==> src/hdl/ccr_pkg.sv <==
/*
 * Package for the calendar clock register block: register offsets, field
 * positions, counting limits and timing counts.
 * Assumes a single 100 MHz clock and a byte-wide register port.
 */
package ccr_pkg;
  // ==========================================================
  // register offsets (byte addresses on the register port)
  localparam logic [11:0] CCR_SECONDS_COUNT   = 12'h320;
  localparam logic [11:0] CCR_MINUTES_COUNT   = 12'h321;
  localparam logic [11:0] CCR_HOURS_COUNT     = 12'h322;
  localparam logic [11:0] CCR_WEEKDAY_COUNT   = 12'h323;
  localparam logic [11:0] CCR_MONTH_DAY_COUNT = 12'h324;
  localparam logic [11:0] CCR_MONTH_OR_FORMAT = 12'h325;
  localparam logic [11:0] CCR_YEAR_OR_LEAP    = 12'h326;
  localparam logic [11:0] CCR_PAGE_ENABLES    = 12'h327;
  localparam logic [11:0] CCR_CLOCK_RESET     = 12'h328;

  // ==========================================================
  // page register fields
  localparam int CCR_PG_PAGE   = 0;
  localparam int CCR_PG_ALARM  = 2;
  localparam int CCR_PG_COUNT  = 3;
  localparam int CCR_PG_ADJUST = 4;
  localparam int CCR_PG_IRQ    = 7;
  // reset control fields
  localparam int CCR_RS_ALARM  = 4;
  localparam int CCR_RS_COUNT  = 5;
  localparam int CCR_RS_16HZ   = 6;
  localparam int CCR_RS_1HZ    = 7;

  // ==========================================================
  // BCD limits
  localparam logic [6:0] CCR_SEC_MAX   = 7'h59;
  localparam logic [6:0] CCR_MIN_MAX   = 7'h59;
  localparam logic [5:0] CCR_H24_MAX   = 6'h23;
  localparam logic [4:0] CCR_H12_MAX   = 5'h12;
  localparam logic [2:0] CCR_WDAY_MAX  = 3'h6;
  localparam logic [4:0] CCR_MON_MAX   = 5'h12;
  localparam logic [7:0] CCR_YEAR_MAX  = 8'h99;

  // ==========================================================
  // timing
  localparam int CCR_CLK_HZ       = 100_000_000;
  localparam int CCR_SECOND_HZ    = 1;
  localparam int CCR_FAST_HZ      = 16;
  localparam int CCR_SEC_CYCLES   = CCR_CLK_HZ / CCR_SECOND_HZ;
  localparam int CCR_FAST_CYCLES  = CCR_CLK_HZ / CCR_FAST_HZ;
endpackage

==> src/hdl/ccr_calendar_clock.sv <==
/*
 * Calendar and time-of-day counter with a two-page register set.
 * Assumes software drives a single-cycle byte register port on clock_i;
 * the tick parameter may be shortened for simulation.
 */
`timescale 1ns/1ps
module ccr_calendar_clock
  import ccr_pkg::*;
#(
  parameter int SEC_CYCLES  = CCR_SEC_CYCLES,
  parameter int FAST_CYCLES = CCR_FAST_CYCLES
) (
  // clock and reset
  input  wire logic        clock_i,
  input  wire logic        nrst_i,
  // register port
  input  wire logic [11:0] addr_i,
  input  wire logic [7:0]  wdata_i,
  input  wire logic        wr_i,
  input  wire logic        rd_i,
  output logic      [7:0]  rdata_o,
  // timekeeping outputs
  output logic             one_hertz_o,
  output logic             sixteen_hertz_o,
  output logic             alarm_enable_o,
  output logic             timekeeping_irq_enable_o,
  output logic             alarm_logic_reset_o
);

  // ==========================================================
  // register state
  logic [6:0] sec_q;
  logic [6:0] min_q;
  logic [5:0] hour_q;
  logic [2:0] wday_q;
  logic [5:0] date_q;
  logic [4:0] mon_q;
  logic [7:0] year_q;
  logic       fmt24_q;
  logic [1:0] leap_q;
  logic       page_q;
  logic       count_enable_q;
  logic       alarm_enable_q;
  logic       irq_enable_q;
  logic       one_hertz_enable_q;
  logic       sixteen_hertz_enable_q;
  logic       adjust_q;
  logic       alarm_reset_q;
  logic [31:0] sec_div_q;
  logic [31:0] fast_div_q;
  logic        one_hz_q;
  logic        fast_q;
  logic [7:0]  rdata_q;

  logic wr_any;
  logic count_logic_reset;
  logic tick;
  logic half_tick;
  logic fast_tick;

  assign wr_any            = wr_i;
  assign count_logic_reset = wr_i && addr_i == CCR_CLOCK_RESET && wdata_i[CCR_RS_COUNT];

  // ==========================================================
  // prescalers
  // adjust rounds the sub-second phase: restart the second on request
  always_ff @(posedge clock_i or negedge nrst_i) begin
    if (!nrst_i) begin
      sec_div_q <= 32'h0;
    end else if (count_logic_reset || adjust_q) begin
      sec_div_q <= 32'h0;
    end else if (count_enable_q) begin
      if (sec_div_q == 32'(SEC_CYCLES - 1)) begin
        sec_div_q <= 32'h0;
      end else begin
        sec_div_q <= sec_div_q + 32'h1;
      end
    end
  end

  assign tick = count_enable_q && !count_logic_reset && !adjust_q &&
                sec_div_q == 32'(SEC_CYCLES - 1);

  // gated like tick: a prescaler parked at mid count must not toggle every cycle
  assign half_tick = count_enable_q && !count_logic_reset && !adjust_q &&
                     sec_div_q == 32'(SEC_CYCLES / 2 - 1);

  always_ff @(posedge clock_i or negedge nrst_i) begin
    if (!nrst_i) begin
      fast_div_q <= 32'h0;
    end else if (fast_div_q == 32'(FAST_CYCLES / 2 - 1)) begin
      fast_div_q <= 32'h0;
    end else begin
      fast_div_q <= fast_div_q + 32'h1;
    end
  end

  assign fast_tick = fast_div_q == 32'(FAST_CYCLES / 2 - 1);

  // square waves, gated by their enables
  always_ff @(posedge clock_i or negedge nrst_i) begin
    if (!nrst_i) begin
      one_hz_q <= 1'b0;
      fast_q   <= 1'b0;
    end else begin
      if (fast_tick) begin
        fast_q <= ~fast_q;
      end
      if (half_tick || tick) begin
        one_hz_q <= ~one_hz_q;
      end
    end
  end

  assign one_hertz_o     = one_hz_q && one_hertz_enable_q;
  assign sixteen_hertz_o = fast_q && sixteen_hertz_enable_q;

  // ==========================================================
  // BCD helpers
  function automatic logic [7:0] bcd_inc(input logic [7:0] v);
    if (v[3:0] == 4'h9) begin
      bcd_inc = {v[7:4] + 4'h1, 4'h0};
    end else begin
      bcd_inc = {v[7:4], v[3:0] + 4'h1};
    end
  endfunction

  function automatic logic [5:0] month_len(input logic [4:0] m, input logic leap);
    case (m)
      5'h02:                        month_len = leap ? 6'h29 : 6'h28;
      5'h04, 5'h06, 5'h09, 5'h11:   month_len = 6'h30;
      default:                      month_len = 6'h31;
    endcase
  endfunction

  // leap year when the leap counter wraps to zero
  logic       is_leap;
  logic       sec_wrap;
  logic       min_wrap;
  logic       hour_wrap;
  logic       date_wrap;
  logic       mon_wrap;
  logic [5:0] hour_next;

  assign is_leap  = leap_q == 2'h0;
  assign sec_wrap = sec_q == CCR_SEC_MAX;
  assign min_wrap = min_q == CCR_MIN_MAX;

  logic [7:0] sec_inc;
  logic [7:0] min_inc;
  logic [7:0] hour_inc;
  logic [7:0] h12_inc;
  logic [7:0] date_inc;
  logic [7:0] mon_inc;

  assign sec_inc  = bcd_inc({1'b0, sec_q});
  assign min_inc  = bcd_inc({1'b0, min_q});
  assign hour_inc = bcd_inc({2'h0, hour_q});
  assign h12_inc  = bcd_inc({3'h0, hour_q[4:0]});
  assign date_inc = bcd_inc({2'h0, date_q});
  assign mon_inc  = bcd_inc({3'h0, mon_q});

  // 12-hour: 12 -> 1 toggles nothing, 11 -> 12 flips the PM flag
  always_comb begin
    hour_wrap = 1'b0;
    hour_next = 6'h0;
    if (fmt24_q) begin
      hour_wrap = hour_q == CCR_H24_MAX;
      hour_next = hour_wrap ? 6'h0 : hour_inc[5:0];
    end else if (hour_q[4:0] == CCR_H12_MAX) begin
      hour_next = {hour_q[5], 5'h01};
    end else if (hour_q[4:0] == 5'h11) begin
      hour_wrap = hour_q[5];
      hour_next = {~hour_q[5], CCR_H12_MAX};
    end else begin
      hour_next = {hour_q[5], h12_inc[4:0]};
    end
  end

  assign date_wrap = date_q == month_len(mon_q, is_leap);
  assign mon_wrap  = mon_q == CCR_MON_MAX;

  // ==========================================================
  // write decode
  logic wr_sec;
  logic wr_min;
  logic wr_hour;
  logic wr_wday;
  logic wr_date;
  logic wr_mon;
  logic wr_year;

  assign wr_sec  = wr_any && addr_i == CCR_SECONDS_COUNT;
  assign wr_min  = wr_any && addr_i == CCR_MINUTES_COUNT;
  assign wr_hour = wr_any && addr_i == CCR_HOURS_COUNT;
  assign wr_wday = wr_any && addr_i == CCR_WEEKDAY_COUNT;
  assign wr_date = wr_any && addr_i == CCR_MONTH_DAY_COUNT;
  assign wr_mon  = wr_any && addr_i == CCR_MONTH_OR_FORMAT;
  assign wr_year = wr_any && addr_i == CCR_YEAR_OR_LEAP;

  // ==========================================================
  // time counters; a software write beats a carry in the same cycle
  always_ff @(posedge clock_i or negedge nrst_i) begin
    if (!nrst_i) begin
      sec_q  <= 7'h0;
      min_q  <= 7'h0;
      hour_q <= 6'h0;
    end else begin
      if (wr_sec) begin
        sec_q <= wdata_i[6:0];
      end else if (tick) begin
        sec_q <= sec_wrap ? 7'h0 : sec_inc[6:0];
      end
      if (wr_min) begin
        min_q <= wdata_i[6:0];
      end else if (tick && sec_wrap) begin
        min_q <= min_wrap ? 7'h0 : min_inc[6:0];
      end
      if (wr_hour) begin
        hour_q <= wdata_i[5:0];
      end else if (tick && sec_wrap && min_wrap) begin
        hour_q <= hour_next;
      end
    end
  end

  logic day_carry;
  assign day_carry = tick && sec_wrap && min_wrap && hour_wrap;

  always_ff @(posedge clock_i or negedge nrst_i) begin
    if (!nrst_i) begin
      wday_q <= 3'h0;
      date_q <= 6'h01;
      mon_q  <= 5'h01;
      year_q <= 8'h0;
      leap_q <= 2'h0;
    end else begin
      if (wr_wday) begin
        wday_q <= wdata_i[2:0];
      end else if (day_carry) begin
        wday_q <= wday_q == CCR_WDAY_MAX ? 3'h0 : wday_q + 3'h1;
      end
      if (wr_date) begin
        date_q <= wdata_i[5:0];
      end else if (day_carry) begin
        date_q <= date_wrap ? 6'h01 : date_inc[5:0];
      end
      if (wr_mon && !page_q) begin
        mon_q <= wdata_i[4:0];
      end else if (day_carry && date_wrap) begin
        mon_q <= mon_wrap ? 5'h01 : mon_inc[4:0];
      end
      if (wr_year && !page_q) begin
        year_q <= wdata_i;
      end else if (day_carry && date_wrap && mon_wrap) begin
        year_q <= year_q == CCR_YEAR_MAX ? 8'h0 : bcd_inc(year_q);
      end
      if (wr_year && page_q) begin
        leap_q <= wdata_i[1:0];
      end else if (day_carry && date_wrap && mon_wrap) begin
        leap_q <= leap_q + 2'h1;
      end
    end
  end

  // ==========================================================
  // page register and reset register
  always_ff @(posedge clock_i or negedge nrst_i) begin
    if (!nrst_i) begin
      page_q         <= 1'b0;
      count_enable_q <= 1'b0;
      alarm_enable_q <= 1'b0;
      irq_enable_q   <= 1'b0;
      adjust_q       <= 1'b0;
      fmt24_q        <= 1'b0;
    end else begin
      adjust_q <= 1'b0;
      if (wr_any && addr_i == CCR_PAGE_ENABLES) begin
        page_q         <= wdata_i[CCR_PG_PAGE];
        alarm_enable_q <= wdata_i[CCR_PG_ALARM];
        count_enable_q <= wdata_i[CCR_PG_COUNT];
        adjust_q       <= wdata_i[CCR_PG_ADJUST];
        irq_enable_q   <= wdata_i[CCR_PG_IRQ];
      end
      if (wr_mon && page_q) begin
        fmt24_q <= wdata_i[0];
      end
    end
  end

  // low bits ignored; software keeps them zero
  always_ff @(posedge clock_i or negedge nrst_i) begin
    if (!nrst_i) begin
      one_hertz_enable_q     <= 1'b0;
      sixteen_hertz_enable_q <= 1'b0;
      alarm_reset_q          <= 1'b0;
    end else begin
      alarm_reset_q <= 1'b0;
      if (wr_any && addr_i == CCR_CLOCK_RESET) begin
        one_hertz_enable_q     <= wdata_i[CCR_RS_1HZ];
        sixteen_hertz_enable_q <= wdata_i[CCR_RS_16HZ];
        alarm_reset_q          <= wdata_i[CCR_RS_ALARM];
      end
    end
  end

  assign alarm_enable_o           = alarm_enable_q;
  assign timekeeping_irq_enable_o = irq_enable_q;
  assign alarm_logic_reset_o      = alarm_reset_q;

  // ==========================================================
  // read path; write-only and unmapped addresses return zero
  always_ff @(posedge clock_i or negedge nrst_i) begin
    if (!nrst_i) begin
      rdata_q <= 8'h0;
    end else if (rd_i) begin
      case (addr_i)
        CCR_SECONDS_COUNT:   rdata_q <= {1'b0, sec_q};
        CCR_MINUTES_COUNT:   rdata_q <= {1'b0, min_q};
        CCR_HOURS_COUNT:     rdata_q <= {2'h0, hour_q};
        CCR_WEEKDAY_COUNT:   rdata_q <= {5'h0, wday_q};
        CCR_MONTH_DAY_COUNT: rdata_q <= {2'h0, date_q};
        CCR_MONTH_OR_FORMAT: rdata_q <= page_q ? {7'h0, fmt24_q} : {3'h0, mon_q};
        CCR_YEAR_OR_LEAP:    rdata_q <= page_q ? {6'h0, leap_q} : year_q;
        CCR_PAGE_ENABLES:    rdata_q <= {irq_enable_q, 3'h0, count_enable_q,
                                         alarm_enable_q, 1'b0, page_q};
        default:             rdata_q <= 8'h0;
      endcase
    end else begin
      rdata_q <= 8'h0;
    end
  end

  assign rdata_o = rdata_q;

endmodule

==> config.mk <==
export PLATFORM = sky130hd
export DESIGN_NAME = ccr_calendar_clock
export DESIGN_NICKNAME = d
export VERILOG_FILES = /design/src/hdl/ccr_pkg.sv /design/src/hdl/ccr_calendar_clock.sv
export SDC_FILE = /design/constraint.sdc
export NUM_CORES = 1
export LEC_CHECK = 0
export BUFFER_PORTS_ARGS = -buffer_cell sky130_fd_sc_hd__clkbuf_2
export CAP_MARGIN = 25
export CELL_PAD_IN_SITES_DETAIL_PLACEMENT = 1
export CELL_PAD_IN_SITES_GLOBAL_PLACEMENT = 1
export CORE_MARGIN = 8
export CORE_UTILIZATION = 25
export DETAILED_ROUTE_END_ITERATION = 12
export GPL_TIMING_DRIVEN = 0
export HOLD_SLACK_MARGIN = 0.02
export PLACE_DENSITY_LB_ADDON = 0.1
export SKIP_CTS_REPAIR_TIMING = 1
export SLEW_MARGIN = 25
export SYNTH_ARGS = -nofsm -noshare
export SYNTH_HDL_FRONTEND = slang
export SYNTH_SLANG_ARGS = --single-unit
==> constraint.sdc <==
create_clock -name clock_i -period 4.25 [get_ports clock_i]
set_input_delay 0.85 -clock clock_i [delete_from_list [all_inputs] [get_ports clock_i]]
set_output_delay 0.85 -clock clock_i [all_outputs]
set_load 0.05 [all_outputs]
==> metrics.md, run 1 <==
| Metric | Value |
|---|---|
| Sort of element at the end of the critical path | `register` |
| Instance area after placement | `roughly 8400 sq um` |
| FFs w/ async S/R, synth | `1.00` |
| Clock H-tree levels | `4` |
| Effective utilization at floorplan | `0.253` |
| Number of antenna-violating nets in the routed design | `0` |
| Area taken by multi-input logic gates | `around 4200 sq um` |
| Yosys top cell area share | `0.406` |
| Die extent in y | `approximately 190 um` |
| Maximum count of clock buffers along a single path | `2` |
| Global-route congestion overflow total | `0` |
| Arrival time of data at the critical path endpoint | `between 3 and 4 ns` |
| Fmax | `312 MHz` |
| Final worst-path cycle share | `0.753` |
| Summed area of non-filler cells in the final layout | `~9000 sq um` |
| Clock latency of the later-clocked register in the worst-skew pair | `about 0.43 ns` |
| Final count of pins violating max slew | `0` |
| Post-synth top flop | `sky130_fd_sc_hd__dfrtp_1` |
| Setup repair after global routing missed its margin | `no` |
| Clock-pin slew on the worst setup and hold paths | `around 0.070 ns` |
| Maximum number of pins on one net before global-route repair | `65` |
| CP Class | `input port to register` |
| Total of fill cells in the finished design | `roughly 3600` |
| Overall via count from detail_route | `between 6000 and 7000` |
| Post-Syn Area | `around 7700 sq um` |
| Worst min path class | `input port to async pin` |
| Number of endpoints with negative hold slack in the final report | `0` |
| Total Routing Usage GR | `0.146` |
| Dominant cell type by area after synthesis | `sky130_fd_sc_hd__dfrtp_1` |
| Vias in the first global route | `roughly 7100` |
| Power density over the cells | `317 nW/um^2` |
| Layout overhead on the synthesized area | `16.9%` |
| Mapped Nets | `roughly 900` |
| Global-route wire length before repair | `around 42000 um` |
| Wirelength per Cell | `between 15 and 20 um` |
| Final standard cell utilization of the core | `0.296` |
| Number of diodes added for antenna fixing | `0` |
| Num rows | `64` |
| Number of antenna violations at the first check in global routing | `1` |
| Number of vias per cell after detailed routing | `about 5.0` |
| Start of the worst register-to-register path | `sec_div_q[0]` |
| Number of warning messages in the yosys log | `0` |
| Per-instance average area after synthesis | `between 8 and 9 sq um` |
| Clock Sink Count | `approximately 130` |
| Num ports | `37` |
| Number of nets in the layout | `964` |
| Seq/Total Area, Yosys | `0.413` |
| Share of cells above drive strength 1 | `0.131` |
| Placeable core area | `30400 sq um` |
| Static Leak | `~3.7 nW` |
| Distinct cell type count of the synthesized netlist | `79` |
| Critical path required time | `between 4 and 5 ns` |
| Detailed Route WL | `between 20000 and 30000 um` |
| Kind of start point of the critical path | `input port` |
| TritonCTS clock tree | `yes` |
| Most numerous cell in the Yosys netlist | `sky130_fd_sc_hd__dfrtp_1` |
| Max-cap viol count | `0` |
| Placed wire-length estimate after detailed placement | `roughly 19000 um` |
| Area contributors post-synth | `sky130_fd_sc_hd__dfrtp_1 (41%), sky130_fd_sc_hd__o21ai_0 (5.8%), sky130_fd_sc_hd__nand2_1 (4.7%)` |
| Worst slew margin relative to its limit | `0.410` |
| Maximum resistive drop on vdd | `0.239 mV` |
| Register area | `3180 sq um` |
| Synthesized instance count | `872` |
| Number of flops mapped to enable cells by yosys | `0` |
| Die span in x | `192 um` |
| Number of endpoints failing setup at the final stage | `0` |
| Global placement routability congestion | `0.774` |
| Final routed DRC violation total | `0` |
| Most numerous cell types in the synthesized netlist | `sky130_fd_sc_hd__dfrtp_1 (125), sky130_fd_sc_hd__nand2_1 (97), sky130_fd_sc_hd__o21ai_0 (89), sky130_fd_sc_hd__nor2_1 (71), sky130_fd_sc_hd__a21oi_1 (55)` |
| Total clock buffers created by CTS | `17` |
| Result of the run | `finished clean` |
| TritonRoute pass-1 iters | `4` |
| Starting DRC count in detailed routing | `roughly 340` |
| Root buffer cell | `sky130_fd_sc_hd__clkbuf_16` |
| Finished Layout Cells | `between 1000 and 1500` |
| Critical path fanouts, max | `8` |
| Number of port buffers | `34` |
| Largest clock skew in the final design | `0.0167 ns` |
| Worst-case reg-to-reg path depth | `10` |
| #FFs+latches synth | `about 130` |
| Die ar. | `roughly 37000 sq um` |
| Final period demand of the worst path | `3.20 ns` |
| Critical Path Start | `addr_i[4]` |
| Least-Margin Pin Slew | `slightly below 0.9 ns` |
| Placed cell count | `between 1000 and 1500` |
cell usage in the layout, fill, tap and decap left out, drive strengths merged, types with 11 or more instances in the layout:
cell type,Yosys,final
dfrtp,125,125
nand2,97,97
o21ai,92,92
clkbuf,22,73
nor2,71,71
a21oi,55,55
nand3,50,50
inv,22,33
nand4,27,27
buf,23,24
xor2,22,22
and3,20,20
xnor2,19,19
nor2b,18,18
nor4,17,17
mux2i,15,15
nor3,15,15
ha,14,14
a31oi,11,11
kinds of logic after synthesis:
family          synth area share
compound gates             0.174
fa+ha+maj                 0.0227
xor+xnor                  0.0466
buf+inv                   0.0382
simple gates               0.274
mux                       0.0312
flops                      0.413
state kept, by name, summed over array words and instances (netlist names), 2 cells and up:
| register | flops |
|---|---|
| fast_div_q | 32 |
| min_q | 7 |
| sec_div_q | 32 |
| wday_q | 3 |
| year_q | 8 |
| mon_q | 5 |
| sec_q | 7 |
| leap_q | 2 |
| date_q | 6 |
| hour_q | 6 |
| rdata_o | 8 |
metal layers:
metal | track usage | part of all wire
met4 | 0.0394 | 0.016
met2 | 0.243 | 0.48
met3 | 0.0239 | 0.024
met5 | 0 | 0.00051
met1 | 0.194 | 0.48
cell type report:
type | count | share of cell area
Inverter | 22 | 0.00917
Sequential cell | 127 | 0.353
Clock inverter | 15 | 0.0186
Multi-Input combinational cell | 678 | 0.470
Clock buffer | 17 | 0.0472
Timing Repair Buffer | 35 | 0.0229
Buffer | 45 | 0.0235
Tap cell | 396 | 0.0550
worst paths after layout:
path / end / slack (ns)
worst max-delay path: mon_q[3] / 1.05
worst min register to register: one_hz_q / 0.46
worst min-delay path: hour_q[0] / 0.39
min in group clock_i: one_hz_q / 0.46
worst max register to register: year_q[2] / 1.07
max in group asynchronous: adjust_q / 3.11
stage by stage:
step	setup slack, ns	TNS (ns)	total power, W	hold WS, ns
floorplan	1.37	0	0.00128	0.434
global placement	-0.201	-23.19	0.00136	0.447
detailed placement	0.545	0	0.00136	0.453
CTS	0.999	0	0.00292	0.430
global route	0.886	0	0.00297	0.435
finish	1.05	0	0.00286	0.390
critical path, cell delays in order:
cell	delay, ns
sky130_fd_sc_hd__clkbuf_2	0.08
sky130_fd_sc_hd__or4b_1	0.57
sky130_fd_sc_hd__buf_2	0.21
sky130_fd_sc_hd__nor3_1	0.68
sky130_fd_sc_hd__and3_1	0.26
sky130_fd_sc_hd__buf_2	0.17
sky130_fd_sc_hd__and2_1	0.14
sky130_fd_sc_hd__clkbuf_1	0.28
sky130_fd_sc_hd__or3_1	0.16
sky130_fd_sc_hd__o211ai_1	0.08
power breakdown:
part	total, W	switching [W]	internal [W]
Combinational	0.000114	0.0000838	0.0000302
Clock	0.00152	0.000682	0.000841
Sequential	0.00122	0.00000712	0.00121
Note: power is estimated with default switching activity, not from simulation.
==> run 2, diff against run 1 <==
==> constraint.sdc (replaced) <==
create_clock -name clock_i -period 2.7 [get_ports clock_i]
set_input_delay 0.54 -clock clock_i [delete_from_list [all_inputs] [get_ports clock_i]]
set_output_delay 0.54 -clock clock_i [all_outputs]
set_load 0.05 [all_outputs]
==> run 2 against run 1 <==
  * Utilization up 0.86 points
  * Clock skew up 0.0025 ns
  * Die area unchanged
  * Hold slack worse by 0.31 ns
  * Power up 57%
  * Critical path depth down 1
  * Highest routed layer unchanged
==> metrics.md, run 2 (same netlist as run 1, synthesis figures left out) <==
| Metric | Value |
|---|---|
| Result of the run | `finished clean` |
| Power density over the cells | `486 nW/um^2 (+53%)` |
| Finished Layout Cells | `1356 (+1.6%)` |
| Number of antenna violations at the first check in global routing | `1 (unchanged)` |
| Placed wire-length estimate after detailed placement | `18700 um (unchanged)` |
| Worst min path class | `input port to async pin` |
| Number of port buffers | `34 (unchanged)` |
| Number of diodes added for antenna fixing | `0 (unchanged)` |
| Internal power | `0.00328 W (+58%)` |
| Switching share of total power | `0.270 (-0.000593)` |
| Maximum count of clock buffers along a single path | `2 (unchanged)` |
| Kind of start point of the critical path | `register` |
| Clock-pin slew on the worst setup and hold paths | `0.07 ns (about the same)` |
| Wirelength per Cell | `19.2 um (about the same)` |
| Num rows | `64 (unchanged)` |
| Register area | `3180 sq um (about the same)` |
| Largest regs | `fast_div_q x32, sec_div_q x32` |
| Share of cells above drive strength 1 | `0.166 (+0.0346)` |
| Number of endpoints failing setup at the final stage | `0 (unchanged)` |
| Global-route wire length before repair | `41900 um (unchanged)` |
| Max stage delay on crit path | `0.51 ns (-0.17 ns)` |
| Number of endpoints with negative hold slack in the final report | `0 (unchanged)` |
| Sort of element at the end of the critical path | `register` |
| Final routed DRC violation total | `0 (unchanged)` |
| Most frequent cells in the layout | `sky130_fd_sc_hd__dfrtp_1 (123), sky130_fd_sc_hd__nand2_1 (97), sky130_fd_sc_hd__o21ai_0 (89), sky130_fd_sc_hd__nor2_1 (71), sky130_fd_sc_hd__a21oi_1 (55)` |
| Die extent in y | `192 um (unchanged)` |
| Clock group share of total power | `0.531 (-0.002)` |
| Worst slew margin relative to its limit | `0.459 (+0.0490)` |
| Total Routing Usage GR | `0.146 (unchanged)` |
| Vias in the first global route | `7102 (unchanged)` |
| Num ports | `37 (unchanged)` |
| Clock latency of the later-clocked register in the worst-skew pair | `0.43 ns (about the same)` |
| Cell-by-cell trace of the critical path | `inv_2, ha_1, nor2b_2, or4b_4, a21boi_4, and2_4, nand3_4, or3_4, o221ai_2` |
| Max-cap viol count | `0 (unchanged)` |
| Clock Sink Count | `127 (unchanged)` |
| Layout overhead on the synthesized area | `20.3%` |
| Placeable core area | `30400 sq um (unchanged)` |
| Critical path fanouts, max | `6 (-2)` |
| Global-route congestion overflow total | `0 (unchanged)` |
| Arrival time of data at the critical path endpoint | `2.93 ns (-0.56 ns)` |
| Final count of pins violating max slew | `0 (unchanged)` |
| Die span in x | `192 um (unchanged)` |
| TritonRoute pass-1 iters | `4 (unchanged)` |
| Most common library cell in the layout ignoring fill and taps | `sky130_fd_sc_hd__dfrtp_1` |
| Fmax | `about 380 MHz` |
| Total of fill cells in the finished design | `3588 (-0.25%)` |
| Largest clock skew in the final design | `0.0192 ns (+0.00252 ns)` |
| Number of antenna-violating nets in the routed design | `0 (unchanged)` |
| Setup slack of the worst register-to-register path | `0.1 ns (-0.97 ns)` |
| Effective utilization at floorplan | `0.253 (unchanged)` |
| CP Class | `register to register` |
| Maximum resistive drop on vdd | `0.377 mV (+57%)` |
| Total clock buffers created by CTS | `17 (unchanged)` |
| Net switching power figure | `0.00121 W (+57%)` |
| Critical-path top delay cell | `sky130_fd_sc_hd__or4b_4` |
| Overall via count from detail_route | `6876 (+2.1%)` |
| Register share of total power | `0.427 (about the same)` |
| Die ar. | `36700 sq um (unchanged)` |
| Static Leak | `3.84 nW (+4.1%)` |
| Summed area of non-filler cells in the final layout | `9270 sq um (+2.9%)` |
| Global placement routability congestion | `0.774 (unchanged)` |
| Number of vias per cell after detailed routing | `5.07 (+0.48%)` |
| Comb power frac | `0.042 (+0.002)` |
| TritonCTS clock tree | `yes` |
| Root buffer cell | `sky130_fd_sc_hd__clkbuf_16` |
| Final period demand of the worst path | `approximately 2.6 ns` |
| Placed cell count | `1303 (unchanged)` |
| Starting DRC count in detailed routing | `318 (-7.0%)` |
| Area taken by multi-input logic gates | `4300 sq um (+1.6%)` |
| Maximum number of pins on one net before global-route repair | `65 (unchanged)` |
| Number of nets in the layout | `985 (+2.2%)` |
| Critical path required time | `3.02 ns (-1.52 ns)` |
| Instance area after placement | `8410 sq um (unchanged)` |
| Clock H-tree levels | `4 (unchanged)` |
| Final worst-path cycle share | `0.964` |
| Least-Margin Pin Slew | `0.812 ns (-0.0668 ns)` |
| Detailed Route WL | `26100 um (+1.5%)` |
## run 2: cell count changes in the layout (fill, tap and decap cells not counted), sizes merged
cell	change
buf	+18
clkbuf	+3
## run 2: critical path: cells and delay by family, from the launching register on
kind	cells	cell delay, ns
and+or+nand+nor	5	1.43
DFF	1	0.44
adders and majority gates	1	0.13
buffers and inverters	1	0.09
AOI/OAI and AO/OA	2	0.41
## run 2: cell type report
type,instances,area share
buffer,41,0.0217
clock buffer,17,0.0459
clock inverter,15,0.0181
inverter,22,0.00891
multi-input combinational,678,0.464
sequential,127,0.344
tap,396,0.0535
timing repair buffer,60,0.0439
## run 2: path summary, 6_finish.rpt
check                                start                 end  depth (start not counted)
worst max register to register   hour_q[4]           year_q[4]                          9
min in group clock_i            wdata_i[7]  one_hertz_enable_q                          2
max in group asynchronous           nrst_i       sec_div_q[30]                          2
worst min register to register    one_hz_q            one_hz_q                          1
worst min-delay path                nrst_i           hour_q[0]                          1
worst max-delay path             hour_q[4]           year_q[4]                          9
## run 2: metrics by stage
stage	hold slack (ns)	TNS (ns)	setup WS (ns)	power, W	utilization
after global placement	0.447	-209.62	-1.44	0.00214	0.275
final	0.0773	0	0.0977	0.00450	0.304
after CTS	0.120	-17.44	-0.495	0.00459	0.296
after global routing	0.125	-0.0779	-0.0403	0.00469	0.304
after detailed placement	0.453	-31.83	-0.695	0.00215	0.276
after floorplan	0.244	0	0.135	0.00202	-
## run 2: metal layers
layer | share of wire | GRT usage
met5 | 0.00050 | 0
met4 | 0.015 | 0.0394
met3 | 0.021 | 0.0239
met2 | 0.48 | 0.243
met1 | 0.48 | 0.194
## run 2: power by group through the flow
stage | Clock [W] | Combinational [W] | Sequential, W
finish | 0.00239 | 0.000188 | 0.00192
global route | 0.00256 | 0.000212 | 0.00192
CTS | 0.00248 | 0.000189 | 0.00192
floorplan | 0 | 0.0000692 | 0.00195
global placement | 0 | 0.000181 | 0.00196
detailed placement | 0 | 0.000189 | 0.00196
